`src/rtl/tecu_pkg.sv`:
```
// Package of constants for the timer event capture unit
package tecu_pkg;
    localparam logic [7:0] ADDR_CTRL = 8'h00;
    localparam logic [7:0] ADDR_SRC = 8'h04;
    localparam logic [7:0] ADDR_VALUE = 8'h08;
    localparam logic [7:0] ADDR_FLAG = 8'h0c;
    localparam logic [7:0] ADDR_MASK = 8'h10;
    localparam logic [7:0] ADDR_TIMER = 8'h14;
    localparam logic [3:0] MODE_OFF = 4'h0;
    localparam logic [3:0] MODE_ANY = 4'h3;
    localparam logic [3:0] MODE_FALL = 4'h4;
    localparam logic [3:0] MODE_RISE = 4'h5;
    localparam logic [3:0] MODE_RISE4 = 4'h6;
    localparam logic [3:0] MODE_RISE16 = 4'h7;
    localparam logic [3:0] PRESC_4_LAST = 4'h3;
    localparam logic [3:0] PRESC_16_LAST = 4'hf;
    localparam int SRC_PIN = 0;
    localparam int SRC_CMP1 = 1;
    localparam int SRC_CMP2 = 2;
    localparam int SRC_CMP7 = 3;
    localparam int SRC_CMP8 = 4;
    localparam int SRC_LC2 = 5;
    localparam int SRC_LC3 = 6;
    localparam int SRC_IOC = 7;
    localparam logic [3:0] CTRL_RESET = 4'h0;
    localparam logic [2:0] SRC_RESET = 3'h0;
    localparam logic MASK_RESET = 1'b0;
endpackage

```
`src/rtl/tecu_if.sv`:
```
// Interface carrying the selected source and edge pulses
`timescale 1ns/1ps
`default_nettype none
interface tecu_if;
    logic src;
    logic rise;
    logic fall;
    modport det (input src, output rise, output fall);
    modport core (output src, input rise, input fall);
endinterface
`default_nettype wire

```
`src/rtl/tecu_edge.sv`:
```
// Synchroniser and edge detector for the capture source
`timescale 1ns/1ps
`default_nettype none
module tecu_edge (
    // Clock, reset and enable
    input wire logic clk_i,
    input wire logic arst_n_i,
    input wire logic en_i,
    // Source and edges
    tecu_if.det e
);
    typedef struct packed {
        logic s1;
        logic s2;
        logic s3;
        logic rise;
        logic fall;
    } tecu_edge_st_t;
    tecu_edge_st_t st_q;
    tecu_edge_st_t st_d;

    always_comb begin
        st_d = st_q;
        st_d.s1 = e.src;
        st_d.s2 = st_q.s1;
        st_d.s3 = st_q.s2;
        st_d.rise = st_q.s2 & ~st_q.s3;
        st_d.fall = ~st_q.s2 & st_q.s3;
    end

    always_ff @(posedge clk_i or negedge arst_n_i) begin
        if (!arst_n_i) begin
            st_q <= '0;
        end else if (en_i) begin
            st_q <= st_d;
        end
    end

    assign e.rise = st_q.rise;
    assign e.fall = st_q.fall;
endmodule
`default_nettype wire

```
`src/rtl/tecu_top.sv`:
```
// Timer event capture unit with APB registers and interrupt
`timescale 1ns/1ps
`default_nettype none
// Behaviour
// - All capture instances behave identically; only names differ.
// - Qualifying event copies 16-bit timer count into capture value.
// - Mode selects any edge, falling, rising, 4th or 16th rising.
// - Source select picks pin, comparators, logic cells, or pin-change trigger.
// - Each capture sets the capture interrupt flag.
// - New captures overwrite the stored value, no overrun protection.
// - Pin latch writes changing an output pin also count as events.
// - Capture value held as low and high bytes, not reset.
module tecu_top (
    // Clock, reset, enable
    input wire logic clk_i,
    input wire logic arst_n_i,
    input wire logic clk_en_i,
    // APB slave
    input wire logic psel_i,
    input wire logic penable_i,
    input wire logic pwrite_i,
    input wire logic [7:0] paddr_i,
    input wire logic [31:0] pwdata_i,
    output logic [31:0] prdata_o,
    output logic pready_o,
    output logic pslverr_o,
    // Timer and event sources
    input wire logic [15:0] timer_count_i,
    input wire logic pin_i,
    input wire logic pin_direction_ctl_i,
    input wire logic pin_latch_i,
    input wire logic comparator1_synced_out_i,
    input wire logic comparator2_synced_out_i,
    input wire logic comparator7_synced_out_i,
    input wire logic comparator8_synced_out_i,
    input wire logic logic_cell2_out_i,
    input wire logic logic_cell3_out_i,
    input wire logic pin_change_trigger_i,
    // Results
    output logic capture_irq_flag_o,
    output logic irq_o,
    output logic [7:0] capture_value_low_o,
    output logic [7:0] capture_value_high_o
);
    typedef struct packed {
        logic [3:0] mode;
        logic [2:0] src_sel;
        logic mask;
        logic flag;
        logic [3:0] presc;
        logic [31:0] prdata;
        logic pready;
        logic pslverr;
        logic irq;
    } tecu_st_t;
    tecu_st_t st_q;
    tecu_st_t st_d;
    // Capture value kept apart: it has no reset, the rest has an async one
    logic [7:0] val_lo_q;
    logic [7:0] val_lo_d;
    logic [7:0] val_hi_q;
    logic [7:0] val_hi_d;

    tecu_if ev ();

    logic [7:0] srcs;
    logic capture;
    logic qual;
    logic setup;
    logic wr;
    logic rd;
    logic hit;

    // Output pin level follows the latch when driven, so latch writes look like edges
    // latch drives pin
    assign srcs[tecu_pkg::SRC_PIN] = pin_direction_ctl_i ? pin_i : pin_latch_i;
    assign srcs[tecu_pkg::SRC_CMP1] = comparator1_synced_out_i;
    assign srcs[tecu_pkg::SRC_CMP2] = comparator2_synced_out_i;
    assign srcs[tecu_pkg::SRC_CMP7] = comparator7_synced_out_i;
    assign srcs[tecu_pkg::SRC_CMP8] = comparator8_synced_out_i;
    assign srcs[tecu_pkg::SRC_LC2] = logic_cell2_out_i;
    assign srcs[tecu_pkg::SRC_LC3] = logic_cell3_out_i;
    assign srcs[tecu_pkg::SRC_IOC] = pin_change_trigger_i;
    assign ev.src = srcs[st_q.src_sel];

    tecu_edge u_edge (
        .clk_i(clk_i),
        .arst_n_i(arst_n_i),
        .en_i(clk_en_i),
        .e(ev)
    );

    function automatic logic addr_is(input logic [7:0] a, input logic [7:0] r);
        addr_is = (a == r);
    endfunction

    assign setup = psel_i & ~penable_i;
    assign wr = setup & pwrite_i;
    assign rd = setup & ~pwrite_i;
    assign hit = addr_is(paddr_i, tecu_pkg::ADDR_CTRL) | addr_is(paddr_i, tecu_pkg::ADDR_SRC)
               | addr_is(paddr_i, tecu_pkg::ADDR_VALUE) | addr_is(paddr_i, tecu_pkg::ADDR_FLAG)
               | addr_is(paddr_i, tecu_pkg::ADDR_MASK) | addr_is(paddr_i, tecu_pkg::ADDR_TIMER);

    always_comb begin
        qual = 1'b0;
        unique case (st_q.mode)
            tecu_pkg::MODE_ANY: qual = ev.rise | ev.fall;
            tecu_pkg::MODE_FALL: qual = ev.fall;
            tecu_pkg::MODE_RISE: qual = ev.rise;
            tecu_pkg::MODE_RISE4: qual = ev.rise && st_q.presc == tecu_pkg::PRESC_4_LAST;
            tecu_pkg::MODE_RISE16: qual = ev.rise && st_q.presc == tecu_pkg::PRESC_16_LAST;
            default: qual = 1'b0;
        endcase
    end
    assign capture = qual;

    always_comb begin
        st_d = st_q;
        val_lo_d = val_lo_q;
        val_hi_d = val_hi_q;
        st_d.pready = setup;
        st_d.pslverr = setup & ~hit;
        st_d.prdata = '0;
        if (ev.rise && (st_q.mode == tecu_pkg::MODE_RISE4 || st_q.mode == tecu_pkg::MODE_RISE16)) begin
            st_d.presc = capture ? 4'h0 : st_q.presc + 4'h1;
        end
        if (capture) begin
            val_lo_d = timer_count_i[7:0];
            val_hi_d = timer_count_i[15:8];
        end
        if (rd) begin
            if (addr_is(paddr_i, tecu_pkg::ADDR_CTRL)) begin
                st_d.prdata = {28'h000_0000, st_q.mode};
            end else if (addr_is(paddr_i, tecu_pkg::ADDR_SRC)) begin
                st_d.prdata = {29'h000_0000, st_q.src_sel};
            end else if (addr_is(paddr_i, tecu_pkg::ADDR_VALUE)) begin
                st_d.prdata = {16'h0000, val_hi_q, val_lo_q};
            end else if (addr_is(paddr_i, tecu_pkg::ADDR_FLAG)) begin
                st_d.prdata = {31'h0000_0000, st_q.flag};
            end else if (addr_is(paddr_i, tecu_pkg::ADDR_MASK)) begin
                st_d.prdata = {31'h0000_0000, st_q.mask};
            end else if (addr_is(paddr_i, tecu_pkg::ADDR_TIMER)) begin
                st_d.prdata = {16'h0000, timer_count_i};
            end
        end
        if (wr) begin
            if (addr_is(paddr_i, tecu_pkg::ADDR_CTRL)) begin
                st_d.mode = pwdata_i[3:0];
                if (pwdata_i[3:0] != st_q.mode) begin
                    st_d.presc = 4'h0;
                end
            end
            if (addr_is(paddr_i, tecu_pkg::ADDR_SRC)) begin
                st_d.src_sel = pwdata_i[2:0];
            end
            if (addr_is(paddr_i, tecu_pkg::ADDR_MASK)) begin
                st_d.mask = pwdata_i[0];
            end
        end
        // flag clears only by software read or by async reset
        if (rd && addr_is(paddr_i, tecu_pkg::ADDR_FLAG)) begin
            st_d.flag = 1'b0;
        end
        if (capture) begin
            st_d.flag = 1'b1;
        end
        st_d.irq = st_d.flag & st_d.mask;
    end

    // Capture value is not reset, so it keeps content across resets
    always_ff @(posedge clk_i) begin
        if (clk_en_i) begin
            val_lo_q <= val_lo_d;
            val_hi_q <= val_hi_d;
        end
    end

    always_ff @(posedge clk_i or negedge arst_n_i) begin
        if (!arst_n_i) begin
            st_q.mode <= tecu_pkg::CTRL_RESET;
            st_q.src_sel <= tecu_pkg::SRC_RESET;
            st_q.mask <= tecu_pkg::MASK_RESET;
            st_q.flag <= 1'b0;
            st_q.presc <= 4'h0;
            st_q.prdata <= '0;
            st_q.pready <= 1'b0;
            st_q.pslverr <= 1'b0;
            st_q.irq <= 1'b0;
        end else if (clk_en_i) begin
            st_q.mode <= st_d.mode;
            st_q.src_sel <= st_d.src_sel;
            st_q.mask <= st_d.mask;
            st_q.flag <= st_d.flag;
            st_q.presc <= st_d.presc;
            st_q.prdata <= st_d.prdata;
            st_q.pready <= st_d.pready;
            st_q.pslverr <= st_d.pslverr;
            st_q.irq <= st_d.irq;
        end
    end

    assign prdata_o = st_q.prdata;
    assign pready_o = st_q.pready;
    assign pslverr_o = st_q.pslverr;
    assign capture_irq_flag_o = st_q.flag;
    assign irq_o = st_q.irq;
    assign capture_value_low_o = val_lo_q;
    assign capture_value_high_o = val_hi_q;

    // Capture and flag
    capture_loads_a: assert property (@(posedge clk_i) disable iff (!arst_n_i)
        (capture && clk_en_i) |=> ({capture_value_high_o, capture_value_low_o} == $past(timer_count_i)))
        else $error("capture value not loaded");
    capture_flags_a: assert property (@(posedge clk_i) disable iff (!arst_n_i)
        (capture && clk_en_i) |=> capture_irq_flag_o)
        else $error("flag not set by capture");
    flag_sticky_a: assert property (@(posedge clk_i) disable iff (!arst_n_i)
        (capture_irq_flag_o && !(rd && addr_is(paddr_i, tecu_pkg::ADDR_FLAG))) |=> capture_irq_flag_o)
        else $error("flag cleared without read");
    rise_mode_a: assert property (@(posedge clk_i) disable iff (!arst_n_i)
        (st_q.mode == tecu_pkg::MODE_RISE && ev.fall) |-> !capture)
        else $error("falling edge captured in rise mode");
    fall_mode_a: assert property (@(posedge clk_i) disable iff (!arst_n_i)
        (st_q.mode == tecu_pkg::MODE_FALL && ev.rise) |-> !capture)
        else $error("rising edge captured in fall mode");
    presc_clear_a: assert property (@(posedge clk_i) disable iff (!arst_n_i)
        (wr && clk_en_i && addr_is(paddr_i, tecu_pkg::ADDR_CTRL) && pwdata_i[3:0] != st_q.mode)
        |=> st_q.presc == 4'h0)
        else $error("prescaler not cleared on mode change");
    irq_gate_a: assert property (@(posedge clk_i) disable iff (!arst_n_i)
        irq_o == (capture_irq_flag_o & st_q.mask))
        else $error("interrupt not gated by mask");
    apb_ready_a: assert property (@(posedge clk_i) disable iff (!arst_n_i)
        (setup && clk_en_i) |=> pready_o)
        else $error("pready not one cycle after setup");
    edge_latency_a: assert property (@(posedge clk_i) disable iff (!arst_n_i)
        (clk_en_i && ev.src && !$past(ev.src)) ##1 clk_en_i ##1 clk_en_i |=> ev.rise)
        else $error("edge not detected");

    // Qualification per mode
    off_mode_a: assert property (@(posedge clk_i) disable iff (!arst_n_i)
        (st_q.mode == tecu_pkg::MODE_OFF) |-> !capture)
        else $error("capture while mode is off");
    any_mode_a: assert property (@(posedge clk_i) disable iff (!arst_n_i)
        (st_q.mode == tecu_pkg::MODE_ANY && (ev.rise || ev.fall)) |-> capture)
        else $error("edge missed in any-edge mode");
    rise_fire_a: assert property (@(posedge clk_i) disable iff (!arst_n_i)
        (st_q.mode == tecu_pkg::MODE_RISE && ev.rise) |-> capture)
        else $error("rising edge missed");
    fall_fire_a: assert property (@(posedge clk_i) disable iff (!arst_n_i)
        (st_q.mode == tecu_pkg::MODE_FALL && ev.fall) |-> capture)
        else $error("falling edge missed");
    rise4_gate_a: assert property (@(posedge clk_i) disable iff (!arst_n_i)
        (st_q.mode == tecu_pkg::MODE_RISE4 && ev.rise && st_q.presc != tecu_pkg::PRESC_4_LAST) |-> !capture)
        else $error("early capture in fourth-edge mode");
    rise16_fire_a: assert property (@(posedge clk_i) disable iff (!arst_n_i)
        (st_q.mode == tecu_pkg::MODE_RISE16 && ev.rise && st_q.presc == tecu_pkg::PRESC_16_LAST) |-> capture)
        else $error("sixteenth edge missed");
    presc_step_a: assert property (@(posedge clk_i) disable iff (!arst_n_i)
        (clk_en_i && !setup && ev.rise && st_q.mode == tecu_pkg::MODE_RISE4 && !capture)
        |=> st_q.presc == $past(st_q.presc) + 4'h1)
        else $error("prescaler did not count");
    flag_clear_a: assert property (@(posedge clk_i) disable iff (!arst_n_i)
        (clk_en_i && rd && addr_is(paddr_i, tecu_pkg::ADDR_FLAG) && !capture) |=> !capture_irq_flag_o)
        else $error("flag not cleared by read");
    pin_latch_a: assert property (@(posedge clk_i) disable iff (!arst_n_i)
        (st_q.src_sel == 3'(tecu_pkg::SRC_PIN) && !pin_direction_ctl_i) |-> ev.src == pin_latch_i)
        else $error("latch not seen as pin level");
    edge_excl_a: assert property (@(posedge clk_i) disable iff (!arst_n_i)
        !(ev.rise && ev.fall))
        else $error("rise and fall together");

    // Bus and enable
    freeze_state_a: assert property (@(posedge clk_i) disable iff (!arst_n_i)
        !clk_en_i
        |=> ($stable(st_q) && $stable({val_hi_q, val_lo_q})))
        else $error("state moved while disabled");
    slverr_map_a: assert property (@(posedge clk_i) disable iff (!arst_n_i)
        (clk_en_i && setup && !hit) |=> pslverr_o)
        else $error("no error for unmapped address");
    ready_pulse_a: assert property (@(posedge clk_i) disable iff (!arst_n_i)
        (clk_en_i && pready_o) |=> !pready_o)
        else $error("pready held too long");
    rdata_idle_a: assert property (@(posedge clk_i) disable iff (!arst_n_i)
        !pready_o |-> (prdata_o == 32'h0000_0000))
        else $error("read data outside access");
    mask_write_a: assert property (@(posedge clk_i) disable iff (!arst_n_i)
        (clk_en_i && wr && addr_is(paddr_i, tecu_pkg::ADDR_MASK)) |=> (st_q.mask == $past(pwdata_i[0])))
        else $error("mask write lost");
endmodule
`default_nettype wire

```
`config.mk`:
```
export PLATFORM = sky130hd
export DESIGN_NAME = tecu_top
export DESIGN_NICKNAME = d
export VERILOG_FILES = /design/src/rtl/tecu_pkg.sv /design/src/rtl/tecu_if.sv /design/src/rtl/tecu_edge.sv /design/src/rtl/tecu_top.sv
export SDC_FILE = /design/constraint.sdc
export NUM_CORES = 1
export LEC_CHECK = 0
export ABC_CLOCK_PERIOD_IN_PS = 2150
export BUFFER_PORTS_ARGS = -buffer_cell sky130_fd_sc_hd__buf_2
export CAP_MARGIN = 20
export CORE_MARGIN = 5
export CORE_UTILIZATION = 43
export DETAILED_ROUTE_END_ITERATION = 8
export GPL_TIMING_DRIVEN = 0
export HOLD_SLACK_MARGIN = 0.02
export MAX_ROUTING_LAYER = met4
export PLACE_DENSITY = 0.83
export SYNTH_ARGS = -nofsm -noshare
export SYNTH_HDL_FRONTEND = slang
export SYNTH_SLANG_ARGS = --single-unit
```
`constraint.sdc`:
```
create_clock -name clk_i -period 2.15 [get_ports clk_i]
set_input_delay 0.1075 -clock clk_i [delete_from_list [all_inputs] [get_ports clk_i]]
set_output_delay 0.1075 -clock clk_i [all_outputs]
set_load 0.01 [all_outputs]
```
==> reports/qor.yml, run 1 <==
clock_tree:
  clk_latency_ns: 0.31
  htreeDepth: 2
  cts_tree: "built"
  cts-root-buf: "clkbuf_8"
  cts_setup_buffers: 0
  clkSinkCount: 53
  clkTransAtPathRegs_ns: 0.10
  numCtsBuffers: 5
  clockBufferDepth: 2
floorplanning:
  num_rows: 29
  core_um2: 6350
  initial_utilization_pct: 44.1
  die_w_um: 90.7
  die_area_um2: 8220
  pin_count: 124
  die_y_um: 90.7
timing:
  post-route-period-util_pct: 91.9
  fin_crit_ns: 1.97
  timing.slew.headroom_pct: 45.5
  max_freq_mhz: 506
  rsz0062_at_grt: "false"
  slew_viol_final: 0
  setup_viol_count_final: 0
  worst_slack_ns: 0.175
  clock_skew_ns: 0.00742
  hold_viol: 0
  worst_pin_slew_ns: 0.817
finish:
  antennaDiodeCount: 0
  layout-drive-gt1-share_pct: 39.6
  mostFrequentLayoutCell: "buf_2"
  nets: 441
  final_cell_mix: "buf_2, dfrtp_1, buf_4, inv_1, dlygate4sd3_1"
  area_delta_synth_final_pct: 29.7
  n_fill_cell: 535
routing:
  first_iter_violations: 101
  drc_errors: 0
  routed_wl_mm: 6.85
  drt-vias-per-instance: 5.12
  dr.pass1.iters: 4
  vias: 2285
  routedWlPerCell_um: 15.4
  antenna_left: 0
synth:
  async_reset_ff_share_pct: 69.8
  synthCells: 251
  ys_ff_latch: 53
  synth_cell_types: 50
  seq_area_frac_synth_pct: 50.3
  synth_edf_count: 16
  avgSynthCellArea_um2: 11.1
  post_synth_fa_ha_maj_area_fraction_pct: 0.447
  yosysWarnings: 0
  muxShareOfSynthArea_pct: 6.75
  synth_top_family_by_area: "compound AO/OA/AOI/OAI gates"
  synth_flop_cell: "dfrtp_1"
  synthesis.area_um2: 2800
  synth_compound_area_share_pct: 14.0
  synthSimpleGateAreaFrac_pct: 13.7
  synth_xor_xnor_area_share_pct: 1.57
setup_path:
  worstSetupStartpointType: "flop"
  cp_cell_sequence: "and4b_1 -> o211ai_1 -> o21a_1 -> nor2b_4"
  cp_max_fo: 16
  worstSetupEndpointType: "flop"
  worst_ep_arrival_time_ns: 1.93
  crit_type: "flop to flop"
  critPathRequiredTime_ns: 2.10
  slowest_stage: "dfrtp_1"
  crit_family: "simple AND/OR/NAND/NOR gates"
  cp_num_buf_inv: 0
  max_stage_delay_ns: 0.47
min_path:
  hp-class: "input pin to flop"
grt:
  grt_max_degree: 38
  grt-ovfl-total: 0
  grt_use_total_pct: 17.1
  grt_pass1_wl_mm: 11.2
  antenna_found_initial: 0
  grt_pass1_vias: 2344
power:
  finalPower_mw: 2.02
  vdd_drop_max_mv: 0.392
  power.leakage_nw: 1.70
  power.density_nw_per_um2: 556
placement:
  gp_congestion: 0.830
  post-place-ws_ns: -0.0770
  portBuffers: 78
  hpwlAfterDp_mm: 5.12
outcome:
  status: "completed"
run:
  cap_violations: 0
[path summary, 6_finish.rpt]
kind	start	end	cells past startpoint	slack, ns
setup / recovery	st_q[47]	capture_value_high_o[6]	4	0.18
hold / removal	pwdata_i[3]	st_q[47]	2	0.07
setup reg to reg	st_q[47]	capture_value_high_o[6]	4	0.18
hold reg to reg	u_edge.st_q[2]	u_edge.e.rise	1	0.50
max in group asynchronous	arst_n_i	prdata_o[9]	2	1.20
min in group asynchronous	arst_n_i	st_q[44]	2	0.44
[stage by stage]
stage	utilization [%]	hold slack (ns)	area [µm²]	std cells	TNS, ns
after floorplan	-	-0.188	2860	266	0
after global placement	52.7	0.244	3340	421	0
after detailed placement	52.7	0.250	3340	421	-1.22
after CTS	57.2	0.0637	3630	446	0
after global routing	57.2	0.0712	3630	446	0
final	57.2	0.0700	3630	446	0
[logic make-up after synthesis]
kind of cell	after synthesis
buffers and inverters	61
AO/OA/AOI/OAI	59
flip-flops	53
adder cells (fa/ha/maj)	1
multiplexers	15
XOR/XNOR	5
AND/OR/NAND/NOR	56
other	1
[state kept, by name, indices dropped and copies added (netlist names)]
| signal | cells |
|---|---|
| capture_irq_flag_o | 1 |
| pready_o | 1 |
| prdata_o | 16 |
| pslverr_o | 1 |
| u_edge.st_d | 2 |
| u_edge.e.rise | 1 |
| u_edge.st_q | 1 |
| irq_o | 1 |
| u_edge.e.fall | 1 |
| capture_value_low_o | 8 |
| capture_value_high_o | 8 |
| st_q | 12 |
[routing by layer]
layer  up-vias  track usage, %  routed length, µm
li1       1092               -                  -
met1      1085            19.7               2650
met2        92            29.2               3620
met3        16            4.25                428
met4         0            5.58                150
met5         -               -                  0
[final cells by class]
| cell class | count | area, µm² | share of cell area [%] |
|---|---|---|---|
| clock buffers | 6 | 72.6 | 2.00 |
| inverters | 18 | 67.6 | 1.86 |
| repair buffers | 95 | 561 | 15.4 |
| multi-input cells | 152 | 1090 | 29.9 |
| flip-flops and latches | 53 | 1410 | 38.7 |
| plain buffers | 43 | 302 | 8.31 |
| clock inverters | 2 | 38.8 | 1.07 |
| well taps | 77 | 96.3 | 2.65 |
[synth_stat cells, types with 2 or more instances]
master	n	area share, %
nand2_1	6	0.80
o31ai_1	3	0.80
inv_1	18	2.4
nor2_1	8	1.1
xnor2_1	5	1.6
mux2_2	11	4.4
nor2b_1	8	1.8
edfxtp_1	16	17
nand3_1	2	0.36
or2b_1	2	0.54
o22ai_1	13	2.9
buf_2	4	0.72
mux2i_1	2	0.72
clkbuf_1	4	0.54
o21ai_0	10	1.8
mux4_2	2	1.6
and2_1	3	0.67
a22oi_1	15	4.0
o211ai_1	2	0.54
nand3b_1	2	0.54
and3_1	2	0.45
buf_4	34	9.1
and4b_1	3	1.1
dfrtp_1	37	33
a21oi_1	8	1.4
nand4_1	4	0.89
nor3_1	2	0.36
a22o_1	3	0.94
[timing repair]
action	CTS	global route
endpoints found under the setup margin	16	0
hold buffers	17	0
resized for setup	1	0
endpoints found under the hold margin	53	0
[where the power goes]
group          internal (mW)  switching (mW)
sequential              1.07          0.0225
clock                  0.350           0.334
combinational          0.120           0.123
total                   1.54           0.480
No activity file was read; power rests on OpenSTA's default activity.
==> run 2, diff against run 1 <==
--- a/config.mk
+++ b/config.mk
@@ -15,6 +15,7 @@
 export HOLD_SLACK_MARGIN = 0.02
 export MAX_ROUTING_LAYER = met4
 export PLACE_DENSITY = 0.83
+export SETUP_SLACK_MARGIN = 0.5
 export SYNTH_ARGS = -nofsm -noshare
 export SYNTH_HDL_FRONTEND = slang
 export SYNTH_SLANG_ARGS = --single-unit
==> run 2 against run 1 <==
First-iteration DRC count increased by 19%. Final area increased by 3.2%. Total power decreased by 5.5%. Sequential share of layout area decreased by 1.2 points. Via count about the same. Global-route usage decreased by 0.11 points. Clock power decreased by 17%. Cell count increased by 2.2%. Count of clock-buffer cells in the layout decreased by 1. Register-to-register slack improved by 0.26 ns.
==> reports/qor.yml, run 2 (same netlist as run 1, synthesis figures left out) <==
timing:
  tns_ns: 0  # unchanged
  fin_crit_ns: 1.71  # -0.264 ns
  rsz0062_at_grt: "true"
  post-route-period-util_pct: 79.6  # -12 points
  timing.slew.headroom_pct: 44.7  # -0.88 points
  hold_viol: 0  # unchanged
  setup_viol_count_final: 0  # unchanged
  worst_slack_ns: 0.439  # +0.264 ns
  slew_viol_final: 0  # unchanged
  max_freq_mhz: 585  # +15%
  worst_pin_slew_ns: 0.830  # +0.0132 ns
  clock_skew_ns: 0.00865  # +0.00122 ns
floorplanning:
  pin_count: 124  # unchanged
  num_rows: 29  # unchanged
  initial_utilization_pct: 44.1  # unchanged
  die_area_um2: 8220  # unchanged
  die_y_um: 90.7  # unchanged
  core_um2: 6350  # unchanged
  die_w_um: 90.7  # unchanged
routing:
  drt-vias-per-instance: 5.02  # -2.1%
  dr.pass1.iters: 4  # unchanged
  antenna_left: 0  # unchanged
  routedWlPerCell_um: 15.4  # +0.39%
  vias: 2287  # +0.088%
  routed_wl_mm: 7.03  # +2.6%
  drc_errors: 0  # unchanged
  first_iter_violations: 120  # +19%
clock_tree:
  cts-root-buf: "clkbuf_8"
  clkSinkCount: 53  # unchanged
  clk_latency_ns: 0.31  # about the same
  numCtsBuffers: 5  # unchanged
  clkTransAtPathRegs_ns: 0.10  # about the same
  cts_tree: "built"
  clockBufferDepth: 2  # unchanged
  htreeDepth: 2  # unchanged
power:
  power.density_nw_per_um2: 509  # -8.4%
  vdd_drop_max_mv: 0.341  # -13%
  power.leakage_nw: 1.76  # +3.3%
outcome:
  status: "completed"
setup_path:
  r2r_cells: 6  # +2
  worstSetupEndpointType: "flop"
  regToRegStartpoint: "st_q[46]"
  crit_type: "flop to flop"
  worstSetupStartpointType: "flop"
  worst_ep_arrival_time_ns: 1.75  # -0.18 ns
  critPathRequiredTime_ns: 2.19  # +0.09 ns
  cp_max_fo: 8  # -8
  r2r_slack_ns: 0.44  # +0.26 ns
  timing.rr.end: "capture_value_high_o[0]"
min_path:
  hp-class: "input pin to flop"
  min_to: "st_q[43]"
  worstHoldPathCells: 2  # unchanged
  hp-start: "pwdata_i[2]"
grt:
  grt_pass1_wl_mm: 11.2  # -0.55%
  grt_max_degree: 38  # unchanged
  grt_use_total_pct: 17.0  # -0.11 points
  grt-ovfl-total: 0  # unchanged
  antenna_found_initial: 0  # unchanged
  grt_pass1_vias: 2346  # +0.085%
finish:
  antennaDiodeCount: 0  # unchanged
  largest_reg_flops: 16  # unchanged
  final_cell_mix: "buf_2, buf_4, dfrtp_1, inv_1, dlygate4sd3_1"
  area_delta_synth_final_pct: 33.9
  nets: 451  # +2.3%
  multiInputGateArea_um2: 1100  # +1.2%
  layout-drive-gt1-share_pct: 42.2  # +2.6 points
  mostFrequentLayoutCell: "buf_2"
  n_fill_cell: 522  # -2.4%
  regArea_um2: 1410  # about the same
placement:
  portBuffers: 78  # unchanged
  post-place-ws_ns: 0.239  # +0.316 ns
  hpwlAfterDp_mm: 4.98  # -2.8%
  gp_congestion: 0.837  # +0.89%
run:
  cap_violations: 0  # unchanged
[run 2: area by class of cell]
cell class | count | share of cell area, %
Clock inverter | 3 | 0.601
Sequential cell | 53 | 37.6
Multi-Input combinational cell | 152 | 29.3
Buffer | 43 | 8.55
Tap cell | 77 | 2.57
Clock buffer | 5 | 1.84
Inverter | 18 | 1.80
Timing Repair Buffer | 105 | 17.8
[run 2: power breakdown]
part / internal [mW] / switching (mW) / total [mW]
Combinational: 0.121 / 0.124 / 0.245
Sequential: 1.07 / 0.0232 / 1.09
Clock: 0.232 / 0.339 / 0.571
[run 2: how the worst max path moves through the flow]
stage	start	to	slack, ns	cells past startpoint
after detailed placement	st_q[47]	capture_value_low_o[2]	0.24	4
after global routing	st_q[46]	capture_value_high_o[0]	0.40	6
final	st_q[46]	capture_value_high_o[0]	0.44	6
after CTS	st_q[44]	capture_value_low_o[3]	0.50	6
after floorplan	st_q[45]	capture_value_high_o[0]	0.49	5
after global placement	st_q[47]	capture_value_low_o[1]	0.28	4
[run 2: timing repair]
item                                    CTS  global route
hold buffers                             17             0
cloned                                    0             1
setup buffers                             2             7
resized for setup                         1             7
pin swaps                                 0             1
hold endpoints to repair                 53             0
endpoints found under the setup margin   17            18
[run 2: worst max-delay path: stages, from the launching register on]
cell,delay (ns)
dfrtp_1,0.38
buf_6,0.13
nand4b_1,0.20
o211a_1,0.17
o21a_4,0.22
nor2b_4,0.17
clkbuf_16,0.18
[run 2: metrics by stage]
stage          cells  util, %  hold WS, ns  power, mW  instance area [µm²]
2_1_floorplan    266        -       -0.188       1.22                 2870
3_3_place_gp     421     52.9        0.245       1.32                 3360
3_5_place_dp     421     52.9        0.254       1.33                 3360
4_1_cts          448     57.5       0.0657       1.92                 3650
5_1_grt          456     59.0       0.0750       1.99                 3750
6_report         456     59.0       0.0800       1.91                 3750
[run 2: layer usage]
layer	wire length, µm	vias to the layer above	share of wire (%)	global-route usage (%)
met2	3830	66	54	30.1
met3	315	6	4.5	3.42
met4	42	0	0.60	5.21
met1	2840	1096	40	19.2
li1	-	1119	-	-
met5	0	-	0	-
